## src/aspc_pkg.sv

```systemverilog
// Functional notes
// - Converter powers down when a conversion completes and whenever select is high.
// - With select low after conversion, only the analog section powers down.
// - Digital section fully shuts down only while select is high.
// - Each result bit is driven out as soon as it is decided.
// - Host may raise select early; the conversion is abandoned and powered down.
// - Exactly one bit decision per serial clock cycle, output updated within it.
// - After select falls: five sample clocks, one low bit, then 16 bits MSB first.
// - Then the result repeats LSB first; after the top bit, output tri-states.
// - A new conversion needs select taken high then low; clocks between are ignored.
// - Serial output changes on each falling edge of the serial bit clock.
package aspc_pkg;
	// Width of the conversion result.
	localparam int RES_BITS = 16;
	// Falling serial clock edges spent sampling before the leading low bit.
	localparam logic [2:0] SAMPLE_FALLS = 3'h5;
	// Bit index of the most significant result bit.
	localparam logic [3:0] TOP_BIT = 4'hf;
	// Bit index of the least significant result bit.
	localparam logic [3:0] BOTTOM_BIT = 4'h0;
	// Value of the trial register when the successive approximation starts.
	localparam logic [15:0] TRIAL_START = 16'h8000;
	// Reset value of the trial register.
	localparam logic [15:0] TRIAL_RESET = 16'h0000;

	// Sequencing states of one conversion frame.
	typedef enum logic [2:0] {
		ASPC_IDLE,
		ASPC_SAMPLE,
		ASPC_LEAD_ZERO,
		ASPC_CONVERT,
		ASPC_REPEAT,
		ASPC_DONE
	} aspc_state_t;
endpackage

```

## src/aspc_pin_if.sv

```systemverilog
`timescale 1ns/1ps
// Synchronised pin levels and edge events passed from the pin front end to the sequencer.
interface aspc_pin_if;
	logic cs_n_s;
	logic cs_fall;
	logic sclk_fall;
	logic comp_s;

	modport src (
		output cs_n_s,
		output cs_fall,
		output sclk_fall,
		output comp_s
	);
	modport dst (
		input cs_n_s,
		input cs_fall,
		input sclk_fall,
		input comp_s
	);
endinterface

```

## src/aspc_pin_sync.sv

```systemverilog
`timescale 1ns/1ps
module aspc_pin_sync (
	// Clock and reset.
	input wire logic clk,
	input wire logic reset_n,
	// Raw pins.
	input wire logic cs_n,
	input wire logic serial_bit_clock,
	input wire logic comp_decision,
	// Synchronised view.
	aspc_pin_if.src pins
);
	logic cs_meta;
	logic cs_sync;
	logic cs_prev;
	logic sclk_meta;
	logic sclk_sync;
	logic sclk_prev;
	logic comp_meta;
	logic comp_sync;

	////////////////////////////////////////////////////////////////////////////
	// Two-stage synchronisers; select resets high so the converter starts idle.
	always_ff @(posedge clk or negedge reset_n) begin
		if (!reset_n) begin
			cs_meta <= 1'b1;
			cs_sync <= 1'b1;
			sclk_meta <= 1'b0;
			sclk_sync <= 1'b0;
			comp_meta <= 1'b0;
			comp_sync <= 1'b0;
		end else begin
			cs_meta <= cs_n;
			cs_sync <= cs_meta;
			sclk_meta <= serial_bit_clock;
			sclk_sync <= sclk_meta;
			comp_meta <= comp_decision;
			comp_sync <= comp_meta;
		end
	end

	// Delayed copies for edge detection; only the second stage is looked at.
	always_ff @(posedge clk or negedge reset_n) begin
		if (!reset_n) begin
			cs_prev <= 1'b1;
			sclk_prev <= 1'b0;
		end else begin
			cs_prev <= cs_sync;
			sclk_prev <= sclk_sync;
		end
	end

	////////////////////////////////////////////////////////////////////////////
	// Edge events are one clk cycle wide.
	assign pins.cs_n_s = cs_sync;
	assign pins.cs_fall = cs_prev & ~cs_sync;
	assign pins.sclk_fall = sclk_prev & ~sclk_sync;
	assign pins.comp_s = comp_sync;
endmodule

```

## src/aspc_top.sv

```systemverilog
`timescale 1ns/1ps
module aspc_top (
	// Clock and reset.
	input wire logic clk,
	input wire logic reset_n,
	// Serial link pins.
	input wire logic cs_n,
	input wire logic serial_bit_clock,
	output logic dout,
	output logic dout_oe,
	// Analog comparator and capacitor array.
	input wire logic comp_decision,
	output logic [15:0] dac_trial,
	output logic sample_en,
	// Power state.
	output logic analog_pwr_en,
	output logic digital_pwr_en
);
	aspc_pin_if pins ();
	aspc_pkg::aspc_state_t state;
	logic [2:0] fall_cnt;
	logic [3:0] bit_idx;
	logic decide;
	logic load_trial;
	logic rep_bit;

	aspc_pin_sync u_sync (
		.clk(clk),
		.reset_n(reset_n),
		.cs_n(cs_n),
		.serial_bit_clock(serial_bit_clock),
		.comp_decision(comp_decision),
		.pins(pins)
	);

	////////////////////////////////////////////////////////////////////////////
	// A decision is taken on every falling clock edge of the conversion phase.
	assign decide = pins.sclk_fall & ~pins.cs_n_s &
		(state == aspc_pkg::ASPC_LEAD_ZERO || state == aspc_pkg::ASPC_CONVERT);
	assign load_trial = pins.sclk_fall & ~pins.cs_n_s & (state == aspc_pkg::ASPC_SAMPLE) &
		(fall_cnt == aspc_pkg::SAMPLE_FALLS - 3'h1);
	assign rep_bit = dac_trial[bit_idx];

	// Frame sequencer. Select high overrides everything, so an early raise aborts cleanly.
	always_ff @(posedge clk or negedge reset_n) begin
		if (!reset_n) begin
			state <= aspc_pkg::ASPC_IDLE;
			fall_cnt <= 3'h0;
			bit_idx <= aspc_pkg::TOP_BIT;
		end else if (pins.cs_n_s) begin
			state <= aspc_pkg::ASPC_IDLE;
			fall_cnt <= 3'h0;
			bit_idx <= aspc_pkg::TOP_BIT;
		end else begin
			case (state)
				aspc_pkg::ASPC_IDLE: begin
					if (pins.cs_fall) begin
						state <= aspc_pkg::ASPC_SAMPLE;
					end
				end
				aspc_pkg::ASPC_SAMPLE: begin
					if (load_trial) begin
						state <= aspc_pkg::ASPC_LEAD_ZERO;
					end else if (pins.sclk_fall) begin
						fall_cnt <= fall_cnt + 3'h1;
					end
				end
				aspc_pkg::ASPC_LEAD_ZERO: begin
					if (decide) begin
						state <= aspc_pkg::ASPC_CONVERT;
						bit_idx <= bit_idx - 4'h1;
					end
				end
				aspc_pkg::ASPC_CONVERT: begin
					if (decide) begin
						if (bit_idx == aspc_pkg::BOTTOM_BIT) begin
							state <= aspc_pkg::ASPC_REPEAT;
							bit_idx <= aspc_pkg::BOTTOM_BIT + 4'h1;
						end else begin
							bit_idx <= bit_idx - 4'h1;
						end
					end
				end
				aspc_pkg::ASPC_REPEAT: begin
					if (pins.sclk_fall) begin
						if (bit_idx == aspc_pkg::TOP_BIT) begin
							state <= aspc_pkg::ASPC_DONE;
						end else begin
							bit_idx <= bit_idx + 4'h1;
						end
					end
				end
				aspc_pkg::ASPC_DONE: begin
					state <= aspc_pkg::ASPC_DONE;
				end
				default: begin
					state <= aspc_pkg::ASPC_IDLE;
				end
			endcase
		end
	end

	////////////////////////////////////////////////////////////////////////////
	// Serial output: low lead bit, live decisions, then the LSB-first repeat.
	always_ff @(posedge clk or negedge reset_n) begin
		if (!reset_n) begin
			dout <= 1'b0;
			dout_oe <= 1'b0;
		end else if (pins.cs_n_s) begin
			dout <= 1'b0;
			dout_oe <= 1'b0;
		end else if (pins.sclk_fall) begin
			if (load_trial) begin
				dout <= 1'b0;
				dout_oe <= 1'b1;
			end else if (decide) begin
				dout <= pins.comp_s;
			end else if (state == aspc_pkg::ASPC_REPEAT) begin
				dout <= rep_bit;
			end else if (state == aspc_pkg::ASPC_DONE) begin
				dout_oe <= 1'b0;
			end
		end
	end

	// Track switch closed only during the sampling clocks.
	always_ff @(posedge clk or negedge reset_n) begin
		if (!reset_n) begin
			sample_en <= 1'b0;
		end else if (pins.cs_n_s || load_trial) begin
			sample_en <= 1'b0;
		end else if (state == aspc_pkg::ASPC_IDLE && pins.cs_fall) begin
			sample_en <= 1'b1;
		end
	end

	////////////////////////////////////////////////////////////////////////////
	// Power control. The analog side drops after the last decision; the digital
	// side stays up until select rises, so a free-running clock still costs power.
	always_ff @(posedge clk or negedge reset_n) begin
		if (!reset_n) begin
			analog_pwr_en <= 1'b0;
		end else if (pins.cs_n_s) begin
			analog_pwr_en <= 1'b0;
		end else if (decide && bit_idx == aspc_pkg::BOTTOM_BIT) begin
			analog_pwr_en <= 1'b0;
		end else if (state == aspc_pkg::ASPC_IDLE && pins.cs_fall) begin
			analog_pwr_en <= 1'b1;
		end
	end

	always_ff @(posedge clk or negedge reset_n) begin
		if (!reset_n) begin
			digital_pwr_en <= 1'b0;
		end else begin
			digital_pwr_en <= ~pins.cs_n_s;
		end
	end

	////////////////////////////////////////////////////////////////////////////
	// Successive-approximation trial register, one slice per bit. The result is
	// kept here after conversion so the repeat phase needs no second copy.
	genvar b;
	generate
		for (b = 0; b < aspc_pkg::RES_BITS; b++) begin : g_trial
			always_ff @(posedge clk or negedge reset_n) begin
				if (!reset_n) begin
					dac_trial[b] <= aspc_pkg::TRIAL_RESET[b];
				end else if (load_trial) begin
					dac_trial[b] <= aspc_pkg::TRIAL_START[b];
				end else if (decide && bit_idx == 4'(b)) begin
					dac_trial[b] <= pins.comp_s;
				end else if (decide && b < aspc_pkg::RES_BITS - 1 && bit_idx == 4'(b + 1)) begin
					dac_trial[b] <= 1'b1;
				end
			end
		end
	endgenerate

	////////////////////////////////////////////////////////////////////////////
	// Checks on the sequencer and pins.
	property p_tristate_when_deselected;
		@(posedge clk) disable iff (!reset_n)
		pins.cs_n_s |=> !dout_oe && state == aspc_pkg::ASPC_IDLE;
	endproperty
	a_tristate_when_deselected: assert property (p_tristate_when_deselected)
		else $error("Output driven or not idle while select high.");

	property p_digital_off;
		@(posedge clk) disable iff (!reset_n)
		pins.cs_n_s [*2] |-> !digital_pwr_en;
	endproperty
	a_digital_off: assert property (p_digital_off)
		else $error("Digital section on while select high.");

	property p_analog_off_after_lsb;
		@(posedge clk) disable iff (!reset_n)
		(decide && bit_idx == aspc_pkg::BOTTOM_BIT) |=> !analog_pwr_en && digital_pwr_en;
	endproperty
	a_analog_off_after_lsb: assert property (p_analog_off_after_lsb)
		else $error("Wrong power state after last decision.");

	property p_live_bit;
		@(posedge clk) disable iff (!reset_n)
		decide |=> dout_oe && dout == $past(pins.comp_s);
	endproperty
	a_live_bit: assert property (p_live_bit)
		else $error("Decided bit not driven at once.");

	property p_lead_zero;
		@(posedge clk) disable iff (!reset_n)
		load_trial |=> dout_oe && !dout && !sample_en && state == aspc_pkg::ASPC_LEAD_ZERO;
	endproperty
	a_lead_zero: assert property (p_lead_zero)
		else $error("Leading low bit missing after sampling.");

	property p_repeat_bit;
		@(posedge clk) disable iff (!reset_n)
		(state == aspc_pkg::ASPC_REPEAT && pins.sclk_fall && !pins.cs_n_s)
			|=> dout == $past(rep_bit);
	endproperty
	a_repeat_bit: assert property (p_repeat_bit)
		else $error("Repeat bit wrong.");

	property p_done_quiet;
		@(posedge clk) disable iff (!reset_n)
		(state == aspc_pkg::ASPC_DONE && !dout_oe && !pins.cs_n_s)
			|=> !dout_oe && state == aspc_pkg::ASPC_DONE;
	endproperty
	a_done_quiet: assert property (p_done_quiet)
		else $error("Clock after frame end had an effect.");

	property p_start_needs_fall;
		@(posedge clk) disable iff (!reset_n)
		(state == aspc_pkg::ASPC_IDLE && !pins.cs_fall) |=> state == aspc_pkg::ASPC_IDLE;
	endproperty
	a_start_needs_fall: assert property (p_start_needs_fall)
		else $error("Conversion began without a select fall.");

	property p_idle_powered_down;
		@(posedge clk) disable iff (!reset_n)
		state == aspc_pkg::ASPC_IDLE |-> !analog_pwr_en && !sample_en;
	endproperty
	a_idle_powered_down: assert property (p_idle_powered_down)
		else $error("Analog section on while idle.");

	property p_one_decision_per_clock;
		@(posedge clk) disable iff (!reset_n)
		decide |=> !decide;
	endproperty
	a_one_decision_per_clock: assert property (p_one_decision_per_clock)
		else $error("Two decisions from one clock edge.");
endmodule

```

## config.mk

```make
export PLATFORM = sky130hd
export DESIGN_NAME = aspc_top
export DESIGN_NICKNAME = d
export VERILOG_FILES = /design/src/aspc_pkg.sv /design/src/aspc_pin_if.sv /design/src/aspc_pin_sync.sv /design/src/aspc_top.sv
export SDC_FILE = /design/constraint.sdc
export NUM_CORES = 1
export LEC_CHECK = 0
export BUFFER_PORTS_ARGS = -buffer_cell sky130_fd_sc_hd__buf_4
export CAP_MARGIN = 20
export CORE_UTILIZATION = 49
export CTS_CLUSTER_SIZE = 20
export DETAILED_ROUTE_END_ITERATION = 6
export GPL_TIMING_DRIVEN = 0
export PLACE_DENSITY = 0.74
export SYNTH_ARGS = -nofsm -noshare
export SYNTH_HDL_FRONTEND = slang
export SYNTH_SLANG_ARGS = --single-unit
```

## constraint.sdc

```tcl
create_clock -name clk -period 6.6 [get_ports clk]
set_clock_uncertainty 0.05 [all_clocks]
set_input_delay 0.99 -clock clk [delete_from_list [all_inputs] [get_ports clk]]
set_output_delay 0.99 -clock clk [all_outputs]
set_load 0.03 [all_outputs]
```

==> run_results.csv <==
group,metric,value,unit
critical_path,endpoint_kind,"flip-flop",
yosys,ys_seq_area_share,42.7,%
yosys,synthTopCellsByArea,"dfrtp_1, dfstp_2, a21oi_1",
critical_path,r2r-start,"bit_idx[1]$_DFFE_PN1P_",
cts,cts_sinks,39,
global_routing,grt_pass1_vias,1936,
critical_path,path_max_fanout,8,
cts,postCtsSetupBuffers,0,
critical_path,slowest_delay,550,ps
power,power.internal,0.000466,W
drt,drtIter0Drc,185,
power,p_seq_share,40.6,%
hold_path,hold_start,"u_sync.comp_meta$_DFF_PN0_",
yosys,synth_area_per_cell,9.90,sq um
die,die_w,70.6,um
cts,insertion_delay,300,ps
power,ir_worst_vdd,0.000139,V
critical_path,path_buf_inv,2,
yosys,synth.distinct_cells,58,
sta,timing.final.crit_share,38.8,%
die,core_area,4440,sq um
sta,rsz0062_at_grt,"no",
placed_design,dp_hpwl,4.09,mm
yosys,synth_area,2310,sq um
sta,tightest_slew,520,ps
yosys,syn_inst,233,
yosys,yosysTopAreaCell,"dfrtp_1",
placed_design,gp_congestion,0.942,
die,start_util,51.9,%
power,switching_share,30.1,%
die,io_pins,26,
die,dieHeight,70.6,um
yosys,synth_edf_count,0,
critical_path,slowest_stage,"dfstp_2",
sta,fmax,390,MHz
cts,tritoncts,"done",
global_routing,grt_pass1_wl,9.83,mm
critical_path,crit_chain,"clkbuf_1 -> inv_1 -> ha_1 -> or3b_2 -> nor2_1 -> or3_1 -> mux2_2",
yosys,netlist.area_leader.share,34.7,%
yosys,synth_ff_type,"dfrtp_1",
cts,cts_resized,0,
yosys,syn-num-nets,245,
global_routing,grt_overflow,0,
hold_path,hold_path_class,"reg2reg",
critical_path,cp-start-kind,"flip-flop",
sta,post-route-min-period,2560,ps
drt,vias,2059,
cts,path_clk_slew,70,ps
yosys,synth_warnings,0,
cts,hold_buffers,0,
flow_run,cap_violations,0,
power,p_clk_share,35.7,%
critical_path,critPathArrivalTime,2730,ps
sta,setup_viol,0,
drt,wl,5.86,mm
global_routing,grt_max_degree,40,
layout,diodes,0,
critical_path,required,6770,ps
drt,routedWlPerCell,18.4,um
drt,drc,2,
drt,vias_per_cell,6.47,
power,leakagePower,1.18,nW
run_status,status,"complete, but fails checks",
global_routing,grtUsageTotal,25.7,%
yosys,synth-async-reset-ratio,100,%
layout,area_delta_synth_final,16.9,%
power,p_sw,0.000201,W
cts,cts_made_buffers,5,
run_status,violations,"design-rule violations",
critical_path,crit_path_start,"bit_idx[1]$_DFFE_PN1P_",
sta,slew_headroom,64.5,%
placed_design,port_buffers,25,
die,rows,24,
layout,drive_gt1_share,24.8,%
critical_path,crit_type,"reg2reg",
power,power.total,0.000667,W
power,power_frac_comb,23.7,%
placed_design,place_ws,4060,ps
die,dieArea,4990,sq um
yosys,ys_ff_latch,39,
sta,drv_slew,0,
sta,hold_viol,0,
global_routing,antenna_found_initial,0,
drt,final_antenna_net_count,0,
critical_path,cp_top_family,"buffers and inverters",
power,p_per_area,247,nW/um^2
cts,cts-htree-levels,2,
sta,tns,0,ps
layout,fin_nets,277,
cts,cts-root-buf,"clkbuf_8",
sta,setup_ws,4040,ps
cts,cts_buffer_depth,2,
drt,first_pass_iters,7,
synthesized netlist by cell type, types with 3 or more instances:
library cell,n
or3_1,4
clkbuf_1,7
nor2_1,21
dfrtp_1,32
a21oi_1,19
nand3_1,3
nor3_1,16
a211oi_1,5
nor2b_1,3
o211ai_1,3
o21ai_0,4
dfstp_2,7
mux2i_1,5
nand2b_1,5
a311oi_1,4
inv_1,8
nor3_4,3
buf_2,7
nand2_1,8
a31oi_1,8
nand4_1,3
mux4_2,4
ha_1,7
metal layers:
metal  track usage (%)  vias to the layer above  wire length, um
met1              35.9                      976             2510
met2              38.4                      117             2740
met3              5.98                       21              410
met4              11.8                        0              193
met5                 0                        -                0
li1                  -                      945                -
layout by cell type, fill, tap and decap left out, types with 3 or more instances in the layout:
cell	netlist	routed
a211oi_1	5	5
a21oi_1	19	19
a311oi_1	4	4
a31oi_1	8	8
buf_2	7	7
buf_4	1	26
clkbuf_1	7	7
clkbuf_8	0	5
dfrtp_1	32	32
dfstp_2	7	7
ha_1	7	7
inv_1	8	8
mux2i_1	5	5
mux4_2	4	4
nand2_1	8	8
nand2b_1	5	5
nand3_1	3	3
nand4_1	3	3
nor2_1	21	21
nor2b_1	3	3
nor3_1	16	16
nor3_4	3	3
o211ai_1	3	3
o21ai_0	4	4
or3_1	4	4
path summary, 6_finish.rpt:
check / depth (start not counted) / slack [ps] / endpoint
min in group asynchronous: 1 / 590 / fall_cnt[0]$_DFFE_PN0P_
max reg2reg: 7 / 4040 / bit_idx[0]$_DFFE_PN1P_
min reg2reg: 0 / 310 / u_sync.pins.comp_s$_DFF_PN0_
max: 7 / 4040 / bit_idx[0]$_DFFE_PN1P_
min: 0 / 310 / u_sync.pins.comp_s$_DFF_PN0_
max in group asynchronous: 1 / 5540 / u_sync.pins.cs_n_s$_DFF_PN1_
state kept, by name (all words and copies together), names as in the netlist:
register            count
u_sync.sclk_meta        1
digital_pwr_en          1
sample_en               1
u_sync.pins.cs_n_s      1
u_sync.cs_meta          1
dout                    1
u_sync.sclk_prev        1
u_sync.cs_prev          1
bit_idx                 4
fall_cnt                3
dac_trial              16
u_sync.pins.comp_s      1
dout_oe                 1
u_sync.sclk_sync        1
analog_pwr_en           1
u_sync.comp_meta        1
state                   3
area by class of cell:
cell class / instances / area, sq um
Multi-Input combinational cell: 167 / 1190
Timing Repair Buffer: 25 / 188
Inverter: 9 / 33.8
Sequential cell: 39 / 985
Clock buffer: 5 / 68.8
Fill cell: 378 / 1750
Clock inverter: 3 / 67.6
Buffer: 18 / 96.3
Tap cell: 52 / 65.1
cell families after synthesis:
| kind of cell | count (synthesis) | synth area share (%) |
|---|---|---|
| buffers and inverters | 27 | 5.64 |
| DFF | 39 | 42.7 |
| adders and majority gates | 7 | 3.80 |
| muxes | 11 | 7.05 |
| and+or+nand+nor | 87 | 22.4 |
| xor gates and xnor gates | 2 | 0.759 |
| AOI/OAI and AO/OA | 60 | 17.7 |
per-stage QoR:
stage	hold WS [ps]	cells	cell area (sq um)	utilization [%]
global placement	285	310	2560	57.6
finish	309	318	2700	60.7
floorplan	281	233	2310	-
global route	315	318	2700	60.7
CTS	312	318	2700	60.7
detailed placement	294	310	2560	57.6
power by group through the flow:
stage               combinational [W]  clock, W  sequential (W)
floorplan                   0.0000994         0        0.000285
global placement             0.000153         0        0.000275
detailed placement           0.000155         0        0.000276
CTS                          0.000156  0.000243        0.000271
global route                 0.000171  0.000253        0.000272
finish                       0.000158  0.000238        0.000271
No activity file was read; power rests on OpenSTA's default activity.
